## src/lss_pkg.sv

```systemverilog
// Package for the serial on/off LED sink link: widths and timing constants.
// Assumes a single 200 MHz system clock on both ends.
package lss_pkg;
  // ==========================================================================
  // Widths
  localparam int unsigned CHANNELS     = 16;
  localparam int unsigned FIFO_WIDTH   = 16;
  localparam int unsigned FIFO_DEPTH   = 4;
  // ==========================================================================
  // Timing
  localparam int unsigned SYS_CLK_PS   = 5000;
  localparam int unsigned LINK_HALF_NS = 60;
  localparam int unsigned LINK_HALF_CYC = (LINK_HALF_NS * 1000) / SYS_CLK_PS;
  localparam int unsigned STROBE_GAP_NS  = 100;
  localparam int unsigned STROBE_GAP_CYC = (STROBE_GAP_NS * 1000 + SYS_CLK_PS - 1) / SYS_CLK_PS;
  localparam logic [7:0]  HALF_LAST    = 8'(LINK_HALF_CYC - 1);
  localparam logic [7:0]  GAP_LAST     = 8'(STROBE_GAP_CYC - 1);
  // Reset seed of the free-running test pattern that a latch strobe loads into the shift register
  localparam logic [15:0] TEST_SEED    = 16'h5a3c;
  // ==========================================================================
  // Host sequencer states
  typedef enum logic [4:0] {
    HS_IDLE = 5'h01,
    HS_LOW  = 5'h02,
    HS_HIGH = 5'h04,
    HS_STROBE = 5'h08,
    HS_GAP  = 5'h10
  } lss_host_state_t;
endpackage

```

## src/lss_link_if.sv

```systemverilog
// Link interface between the controller end and the LED sink end.
// Assumes both ends share sys_clk; link pins are still sampled as foreign.
`timescale 1ns/1ps
`default_nettype none
interface lss_link_if;
  logic serial_data_in;
  logic shift_clk;
  logic latch_strobe;
  logic blank;
  logic serial_data_out;
  modport host (output serial_data_in, output shift_clk, output latch_strobe,
                output blank, input serial_data_out);
  modport dev  (input serial_data_in, input shift_clk, input latch_strobe,
                input blank, output serial_data_out);
endinterface
`default_nettype wire

```

## src/lss_fifo.sv

```systemverilog
// Small synchronous FIFO with valid/ready on both sides.
// Assumes one clock and a synchronous active-high reset.
`timescale 1ns/1ps
`default_nettype none
module lss_fifo #(
  parameter int unsigned WIDTH = 16,
  parameter int unsigned DEPTH = 4
) (
  input  wire logic             sys_clk,
  input  wire logic             rst,
  input  wire logic [WIDTH-1:0] in_data,
  input  wire logic             in_valid,
  output logic                  in_ready,
  output logic [WIDTH-1:0]      out_data,
  output logic                  out_valid,
  input  wire logic             out_ready
);
  localparam int unsigned AW = $clog2(DEPTH);
  // ==========================================================================
  // Storage and pointers
  logic [WIDTH-1:0] mem_ff [DEPTH];
  logic [AW-1:0]    wr_ptr_ff;
  logic [AW-1:0]    rd_ptr_ff;
  logic [AW:0]      count_ff;
  logic             push;
  logic             pop;

  assign in_ready  = (count_ff != (AW+1)'(DEPTH)); // Full stalls the source
  assign out_valid = (count_ff != '0);
  assign out_data  = mem_ff[rd_ptr_ff];
  assign push      = in_valid && in_ready;
  assign pop       = out_valid && out_ready;

  // Data array needs no reset
  always_ff @(posedge sys_clk) begin
    if (push) begin
      mem_ff[wr_ptr_ff] <= in_data;
    end
  end

  // Pointer and occupancy bookkeeping
  always_ff @(posedge sys_clk) begin
    if (rst) begin
      wr_ptr_ff <= '0;
      rd_ptr_ff <= '0;
      count_ff  <= '0;
    end else begin
      if (push) begin
        wr_ptr_ff <= (wr_ptr_ff == AW'(DEPTH-1)) ? '0 : wr_ptr_ff + 1'b1;
      end
      if (pop) begin
        rd_ptr_ff <= (rd_ptr_ff == AW'(DEPTH-1)) ? '0 : rd_ptr_ff + 1'b1;
      end
      if (push && !pop) begin
        count_ff <= count_ff + 1'b1;
      end else if (pop && !push) begin
        count_ff <= count_ff - 1'b1;
      end
    end
  end
endmodule
`default_nettype wire

```

## src/lss_host.sv

```systemverilog
// Controller end: takes 16-bit frames from a FIFO, shifts them out MSB first,
// strobes the latch once per frame and drives blanking.
// Assumes one sys_clk; the serial return pin is foreign and synchronised.
`timescale 1ns/1ps
`default_nettype none
module lss_host
  import lss_pkg::*;
(
  input  wire logic                 sys_clk,
  input  wire logic                 rst,
  lss_link_if.host                  link,
  input  wire logic [CHANNELS-1:0]  frame_data,
  input  wire logic                 frame_valid,
  output logic                      frame_ready,
  input  wire logic                 blank_req,
  output logic                      busy,
  output logic                      loaded,
  output logic                      chain_bit
);
  // ==========================================================================
  // Frame buffer
  logic [CHANNELS-1:0] fifo_data;
  logic                fifo_valid;
  logic                fifo_pop;
  lss_fifo #(.WIDTH(FIFO_WIDTH), .DEPTH(FIFO_DEPTH)) u_fifo (
    .sys_clk   (sys_clk),
    .rst       (rst),
    .in_data   (frame_data),
    .in_valid  (frame_valid),
    .in_ready  (frame_ready),
    .out_data  (fifo_data),
    .out_valid (fifo_valid),
    .out_ready (fifo_pop)
  );

  // ==========================================================================
  // Sequencer
  lss_host_state_t     state_ff;
  logic [CHANNELS-1:0] sh_ff;
  logic [4:0]          bits_ff;
  logic [7:0]          tick_ff;
  logic                sclk_ff;
  logic                sdi_ff;
  logic                strb_ff;
  logic                blank_ff;
  logic                loaded_ff;
  logic                tick_done;

  assign tick_done = (state_ff == HS_GAP) ? (tick_ff == GAP_LAST) : (tick_ff == HALF_LAST);
  assign fifo_pop  = (state_ff == HS_IDLE) && fifo_valid;

  // Half-period divider, restarted on each state change
  always_ff @(posedge sys_clk) begin
    if (rst || state_ff == HS_IDLE || tick_done) begin
      tick_ff <= '0;
    end else begin
      tick_ff <= tick_ff + 8'h01;
    end
  end

  // Shift clock and data; data set up a half period ahead of each rise
  always_ff @(posedge sys_clk) begin
    if (rst) begin
      state_ff <= HS_IDLE;
      sh_ff    <= '0;
      bits_ff  <= '0;
      sclk_ff  <= 1'b0;
      sdi_ff   <= 1'b0;
      strb_ff  <= 1'b0;
    end else begin
      case (state_ff)
        HS_IDLE: begin
          if (fifo_valid) begin
            sh_ff    <= {fifo_data[CHANNELS-2:0], 1'b0};
            sdi_ff   <= fifo_data[CHANNELS-1];
            bits_ff  <= 5'h10;
            state_ff <= HS_LOW;
          end
        end
        HS_LOW: begin
          if (tick_done) begin
            sclk_ff  <= 1'b1;
            bits_ff  <= bits_ff - 5'h01;
            state_ff <= HS_HIGH;
          end
        end
        HS_HIGH: begin
          if (tick_done) begin
            sclk_ff <= 1'b0;
            if (bits_ff == 5'h00) begin
              state_ff <= HS_STROBE;
            end else begin
              sdi_ff   <= sh_ff[CHANNELS-1];
              sh_ff    <= {sh_ff[CHANNELS-2:0], 1'b0};
              state_ff <= HS_LOW;
            end
          end
        end
        HS_STROBE: begin
          strb_ff <= 1'b1; // Exactly one strobe per full frame [RULE_08]
          if (tick_done) begin
            state_ff <= HS_GAP;
          end
        end
        HS_GAP: begin
          strb_ff <= 1'b0; // Gap keeps the next shift edge clear of the strobe
          if (tick_done) begin
            state_ff <= HS_IDLE;
          end
        end
        default: state_ff <= HS_IDLE;
      endcase
    end
  end

  // Blanking held high from reset until a frame is latched [RULE_12] [RULE_13]
  always_ff @(posedge sys_clk) begin
    if (rst) begin
      loaded_ff <= 1'b0;
    end else if (state_ff == HS_GAP && tick_done) begin
      loaded_ff <= 1'b1;
    end
  end

  // Unused channels are the user's to zero in frame_data [RULE_14]
  always_ff @(posedge sys_clk) begin
    if (rst) begin
      blank_ff <= 1'b1;
    end else begin
      blank_ff <= blank_req || !loaded_ff;
    end
  end

  // Status and return-pin synchroniser
  logic ret_meta_ff;
  logic ret_sync_ff;
  always_ff @(posedge sys_clk) begin
    ret_meta_ff <= link.serial_data_out;
    ret_sync_ff <= ret_meta_ff;
    busy        <= (state_ff != HS_IDLE) && !rst;
    loaded      <= loaded_ff && !rst;
    chain_bit   <= ret_sync_ff && !rst;
  end

  assign link.serial_data_in = sdi_ff;
  assign link.shift_clk      = sclk_ff;
  assign link.latch_strobe   = strb_ff;
  assign link.blank          = blank_ff;
endmodule
`default_nettype wire

```

## src/flat_wrapper.sv

```systemverilog
// flat-port wrapper written by rule: the top's interface ports become plain ports
module lss_host_flat import lss_pkg::*;
  (sys_clk, rst, frame_data, frame_valid, frame_ready, blank_req, busy, loaded, chain_bit, link_serial_data_in, link_shift_clk, link_latch_strobe, link_blank, link_serial_data_out);
  lss_link_if link_i ();
  input  wire logic sys_clk;
  input  wire logic rst;
  input  wire logic [CHANNELS-1:0] frame_data;
  input  wire logic frame_valid;
  output logic frame_ready;
  input  wire logic blank_req;
  output logic busy;
  output logic loaded;
  output logic chain_bit;
  output wire logic [$bits(link_i.serial_data_in)-1:0] link_serial_data_in;
  output wire logic [$bits(link_i.shift_clk)-1:0] link_shift_clk;
  output wire logic [$bits(link_i.latch_strobe)-1:0] link_latch_strobe;
  output wire logic [$bits(link_i.blank)-1:0] link_blank;
  input wire logic [$bits(link_i.serial_data_out)-1:0] link_serial_data_out;
  assign link_serial_data_in = link_i.serial_data_in;
  assign link_shift_clk = link_i.shift_clk;
  assign link_latch_strobe = link_i.latch_strobe;
  assign link_blank = link_i.blank;
  assign link_i.serial_data_out = link_serial_data_out;
  lss_host u_core (.sys_clk(sys_clk), .rst(rst), .link(link_i), .frame_data(frame_data), .frame_valid(frame_valid), .frame_ready(frame_ready), .blank_req(blank_req), .busy(busy), .loaded(loaded), .chain_bit(chain_bit));
endmodule
```

## config.mk

```make
export PLATFORM = sky130hd
export DESIGN_NAME = lss_host_flat
export DESIGN_NICKNAME = d
export VERILOG_FILES = /design/src/lss_pkg.sv /design/src/lss_link_if.sv /design/src/lss_fifo.sv /design/src/lss_host.sv /design/src/flat_wrapper.sv
export SDC_FILE = /design/constraint.sdc
export NUM_CORES = 1
export LEC_CHECK = 0
export BUFFER_PORTS_ARGS = -buffer_cell sky130_fd_sc_hd__clkbuf_2
export CAP_MARGIN = 40
export CORE_ASPECT_RATIO = 0.75
export CORE_MARGIN = 5
export CORE_UTILIZATION = 54
export CTS_CLUSTER_SIZE = 40
export DETAILED_ROUTE_END_ITERATION = 16
export GPL_ROUTABILITY_DRIVEN = 0
export PLACE_DENSITY_LB_ADDON = 0.08
export SYNTH_ARGS = -nofsm -noshare
export SYNTH_HDL_FRONTEND = slang
export SYNTH_HIERARCHICAL = 1
export SYNTH_SLANG_ARGS = --single-unit
```

## constraint.sdc

```tcl
create_clock -name sys_clk -period 2.9 [get_ports sys_clk]
set_input_delay 0.29 -clock sys_clk [delete_from_list [all_inputs] [get_ports sys_clk]]
set_output_delay 0.29 -clock sys_clk [all_outputs]
set_load 0.005 [all_outputs]
```

Yosys cells after proc, flatten, opt, wreduce, memory -nomap -nowiden. Memory sizes are Yosys's and may differ from the RTL's. A register that Yosys moved wholly into a read port is not among the register bits. Cells that the tools add are included.

Flip-flop bits (word level): 51. Bits in writable memories: 64. Input port bits: 21. Output and inout port bits: 8. Word-level logic and storage cells: 99. Memories: 1.

Add/subtract/negate cells: 6. Equal/unequal tests: 17. Multiplexer cells: 31. Reductions and logical operators: 27.

Memories: u_core.u_fifo.mem_ff (depth 4, bits a word 16, read ports 1, clocked after Yosys merged registers in 1, wr ports 1, line lss_fifo.sv:21) `logic [WIDTH-1:0] mem_ff [DEPTH];`.

Operators by type and width (number): 2-to-1 mux 16 bit (3); 2-to-1 mux 5 bit (7); one-hot mux 16 bit (2 select lines) (1); one-hot mux 5 bit (5 select lines) (1); inequality test 2 x 1 -> 1 bit, second input constant (5); one-hot mux 5 bit (2 select lines) (1); nonzero test 2 bit (5); logical AND 1 bit (9); adder 8 x 1 -> 8 bit, second input constant (1); == test 8 x 4 -> 1 bit, second input constant (1); == test 8 x 5 -> 1 bit, second input constant (1); 2-to-1 mux 1 bit (8); 2-to-1 mux 2 bit (4); 2-to-1 mux 3 bit (2); one-hot mux 1 bit (2 select lines) (3); AND reduction 3 bit (2); == test 5 x 1 -> 1 bit, second input constant (1); == test 5 x 2 -> 1 bit, second input constant (1); == test 5 x 3 -> 1 bit, second input constant (1); == test 5 x 4 -> 1 bit, second input constant (1); == test 5 bit, second input constant (1); zero test 5 bit (1); inequality test 5 x 1 -> 1 bit, second input constant (1); AND reduction 5 bit (1); other kinds (12) (19).

Logic depth before layout (Yosys ltp).
Depth in word-level cells: 6. Depth in mapped cells: 12.

By module. The synthesis kept the hierarchy.

Modules (own cells, without submodules): lss_fifo (times used 1, cells each 132, area each 2787.7 um^2, sequential area each 2102.0 um^2); lss_host (times used 1, cells each 224, area each 2098.3 um^2, sequential area each 860.8 um^2).

Worst setup path after synthesis. OpenSTA, ideal clock, no wires.

Path type: reg-to-reg. From: register u_core.u_fifo.count_ff[1]. To: register u_core.u_fifo.count_ff[2]. Setup time: 70 ps. Arrival: 2969 ps. Slack: -139 ps. Cell stages (with the launch flop): 12. Period minus slack after synthesis: 3039 ps. Cell sequence: dfxtp_1 > or3_2 > nand3_1 > clkbuf_1 > inv_1 > o31ai_1 > ha_1 > inv_1 > fa_1 > xor2_1 > or3_2 > a21oi_1.

Longest elaborated chain between the ends: 6.

Ends and longest elaborated chain: start: declaration (line lss_fifo.sv:24) `logic [AW:0] count_ff;`; start signal: assignment (line lss_fifo.sv:55) `count_ff <= count_ff + 1'b1;`; start signal: assignment (line lss_fifo.sv:57) `count_ff <= count_ff - 1'b1;`; nonzero test 3 bit (*) (line lss_fifo.sv:29) `assign out_valid = (count_ff != '0);`; named net u_core.fifo_valid (line lss_host.sv:23) `logic fifo_valid;`; logical AND 1 bit (*) (line lss_host.sv:50) `assign fifo_pop = (state_ff == HS_IDLE) && fifo_valid;`; named net u_core.fifo_pop (line lss_host.sv:24) `logic fifo_pop;`; logical AND 1 bit (*) (line lss_fifo.sv:32) `assign pop = out_valid && out_ready;`; zero test 1 bit (line lss_fifo.sv:54) `if (push && !pop) begin`; logical AND 1 bit (line lss_fifo.sv:54); 2-to-1 mux 3 bit / nonzero test 2 bit (equally long branches).

Mark *: on every way through the listed nets, which the timed path passes. The rest lies on a longest branch. The select of a mux whose other input is x is not followed. A chain may end at the register's enable or synchronous reset.

Final worst setup path.
From: register u_core.u_fifo.count_ff[0]. To: register u_core.u_fifo.count_ff[2].

The elaborated chain is that of the path after synthesis.

==> qor.csv <==
stage;metric;value;unit
critical_path;CP max stage cell;or3_2;
drt;Total Routed Length;9110;um
drt;vias;2906;
grt;GRT overflow;0;
critical_path;Worst Path Max Fanout;5;
grt;global-route wire length before repair;15100;um
cells_and_area;fin area;5660;um^2
synth;Post-Syn Area per Cell;13.7;um^2
clock_network;Num Clock Sinks;116;
clock_network;clk slew on worst S/H paths;0.05;ns
sta;setup TNS;0;ns
drt;DR vias/cell;5.63;
place;Cells after DPL;483;
drt;# DRC;0;
synth;top_reg_cell synth;edfxtp_1;
min_path;worst hold path depth;2;
run_status;status;complete, no violations;
synth;Netlist cell types;57;
drt;Final ANT Viol Nets;0;
floorplanning;core area;8930;um^2
synth;area of the mapped netlist;4890;um^2
drt;DR WL/cell;17.6;um
clock_network;CTS Root Cell;clkbuf_16;
sta;Pins Over Slew Limit;0;
job;total of max-cap violations;0;
sta;Clock Skews;0.00936;ns
critical_path;CP startpoint;u_core/u_fifo/count_ff[0]$_SDFFE_PP0P_;
floorplanning;Initial Utilization;0.547;
critical_path;critical path's largest stage delay;0.52;ns
critical_path;Worst Path Arrival;3.05;ns
place;placed inst area;5120;um^2
synth;asr flop ratio synth;0;
grt;total track usage;0.180;
synth;synthesis warning total;6;
cells_and_area;commonest non-fill, non-tap cell in the layout;edfxtp_1;
critical_path;CP Class;reg2reg;
power_and_ir_drop;maximum VDD drop;0.000549;V
grt;largest net degree at the start of global routing;34;
clock_network;CTS Buf Count;17;
min_path;worst hold path startpoint;blank_req;
sta;Fin. Hold Viols;0;
synth;sequential element share of the synthesized area;0.606;
cells_and_area;most frequent cells in the layout;edfxtp_1, dfxtp_1, nor2_1;
critical_path;reg2reg start;u_core/u_fifo/count_ff[0]$_SDFFE_PP0P_;
critical_path;Critical Path Sink Type;flop;
clock_network;TritonCTS clock tree;yes;
sta;Max Fclk;367;MHz
cells_and_area;fill count;692;
sta;min cycle time layout;2.72;ns
synth;Cells after Synth;356;
sta;final setup violation count;0;
clock_network;CTS max path bufs;2;
cells_and_area;share of cells above drive strength 1;0.270;
critical_path;Worst R2R Path Depth;10;
synth;synthesized net count;387;
min_path;Hold/Removal Path Class;in2reg;
cells_and_area;ant diodes;0;
synth;Post-synth EDFFs;64;
critical_path;Worst EP required;3.23;ns
cells_and_area;final std cells w/o fill;516;
floorplanning;Die X;120;um
critical_path;CP Cell Sequence;or3_2 -> nand3_2 -> inv_1 -> o31ai_1 -> ha_1 -> inv_1 -> fa_1 -> xor2_1 -> or3_2 -> a21oi_1;
drt;First-pass DRT Iterations;4;
place;dpl hpwl;5970;um
grt;initial antenna violation count;0;
clock_network;clock latency on the worst-skew pair;0.40;ns
floorplanning;boundary pin count;29;
power_and_ir_drop;Leakage Power;1.98;nW
place;number of I/O port buffers;28;
critical_path;critical path launch point type;flop;
synth;Yosys reg bits;116;
sta;final hold slack;0.0790;ns
cells_and_area;Final #Nets;422;
drt;Detailed Route Iter0 Violations;148;
cells_and_area;Area Growth Syn to Fin;15.9;%
clock_network;H-tree lvl count;4;
sta;Slew headroom;0.547;
sta;period utilisation layout;0.939;
sta;Slew @ Worst Pin;0.680;ns
sta;RSZ-0062 raised after global routing;no;
power_and_ir_drop;PD cells;906;nW/um^2
floorplanning;die area;11100;um^2
floorplanning;Die H;92.4;um
floorplanning;row cnt;30;
grt;vias in the first global route;2858;
registers in the layout, indices dropped and copies added (netlist names), named ones only:
register	cells
u_core/loaded_ff	1
u_core/link.latch_strobe	1
u_core/ret_meta_ff	1
u_core/link.serial_data_in	1
u_core/ret_sync_ff	1
u_core/link.shift_clk	1
u_core/u_fifo/count_ff	3
u_core/state_ff	5
u_core/sh_ff	15
u_core/chain_bit	1
u_core/tick_ff	8
u_core/u_fifo/rd_ptr_ff	2
u_core/link.blank	1
u_core/u_fifo/mem_ff	64
u_core/loaded	1
u_core/busy	1
u_core/bits_ff	5
u_core/u_fifo/wr_ptr_ff	2
layout make-up:
class / count / area, um^2 / area share
sequential: 116 / 2960 / 0.523
multi-input combinational: 196 / 1730 / 0.306
clock buffer: 20 / 437 / 0.0771
timing repair buffer: 38 / 218 / 0.0385
tap: 112 / 140 / 0.0248
clock inverter: 12 / 90.1 / 0.0159
inverter: 22 / 82.6 / 0.0146
worst max-delay path, delay by kind of cell, from the launching register on:
| family | cells | cell delay, ns |
|---|---|---|
| AND/OR/NAND/NOR | 3 | 1.03 |
| adder cells (fa/ha/maj) | 2 | 0.66 |
| flip-flops | 1 | 0.36 |
| AO/OA/AOI/OAI | 2 | 0.30 |
| XOR/XNOR | 1 | 0.16 |
| buffers and inverters | 2 | 0.13 |
through the flow:
stage / power [W] / setup WS, ns / util
floorplan: 0.00304 / 0.0755 / -
global placement: 0.00330 / 0.288 / 0.574
detailed placement: 0.00332 / 0.172 / 0.574
CTS: 0.00518 / 0.146 / 0.634
global route: 0.00542 / 0.0373 / 0.634
finish: 0.00513 / 0.178 / 0.634
cells in the mapped netlist (all sizes together), types with 2 or more instances:
master | count | area, um^2
a311oi | 14 | 123
nor4b | 3 | 26.3
dfxtp | 52 | 1040
a221oi | 14 | 204
nand3 | 7 | 35.0
buf | 10 | 68.8
a21o | 2 | 15.0
or3 | 5 | 33.8
a211oi | 2 | 15.0
o211ai | 2 | 33.8
clkbuf | 12 | 46.3
mux2 | 3 | 33.8
xor2 | 4 | 35.0
nand2b | 5 | 31.3
o31ai | 2 | 20.0
nor4 | 2 | 12.5
and3 | 6 | 42.5
and2 | 3 | 21.3
mux2i | 5 | 50.1
or3b | 2 | 17.5
nand4b | 2 | 17.5
edfxtp | 64 | 1920
o21ai | 2 | 10.0
a31oi | 3 | 18.8
a21oi | 7 | 35.0
ha | 9 | 113
xnor2 | 5 | 43.8
mux4 | 16 | 360
nand2 | 10 | 37.5
nor2b | 2 | 12.5
nor3 | 6 | 30.0
inv | 22 | 82.6
nor2 | 40 | 150
cell families after synthesis:
group | after synthesis | synth area share
mux | 24 | 0.0909
simple gates | 99 | 0.108
fa+ha+maj | 10 | 0.0271
flops | 116 | 0.606
xor+xnor | 9 | 0.0161
compound gates | 54 | 0.111
buf+inv | 44 | 0.0405
where the power goes:
group	internal, W	switching (W)	leakage (nW)	total, W
Clock	0.00116	0.000681	0.254	0.00184
Sequential	0.00199	0.000134	1.01	0.00212
Combinational	0.000549	0.000620	0.716	0.00117
metal layers:
metal | routed length (um) | GRT usage | up-vias
li1 | - | - | 1418
met1 | 4630 | 0.262 | 1436
met2 | 4020 | 0.253 | 48
met3 | 385 | 0.0592 | 4
met4 | 66 | 0.0658 | 0
met5 | 0 | 0 | -
final timing paths:
kind	endpoint	slack [ns]
worst min-delay path	u_core/link.blank$_SDFF_PP1_	0.08
worst min register to register	u_core/ret_sync_ff$_DFF_P_	0.33
worst max-delay path	u_core/u_fifo/count_ff[2]$_SDFFE_PP0P_	0.18
worst max register to register	u_core/u_fifo/count_ff[2]$_SDFFE_PP0P_	0.18
repair_timing:
action,CTS,global route
endpoints found under the hold margin,1,0
hold buffers,1,0
buffers inserted,0,0
gates resized for setup,0,0
No activity file was read; power rests on OpenSTA's default activity.
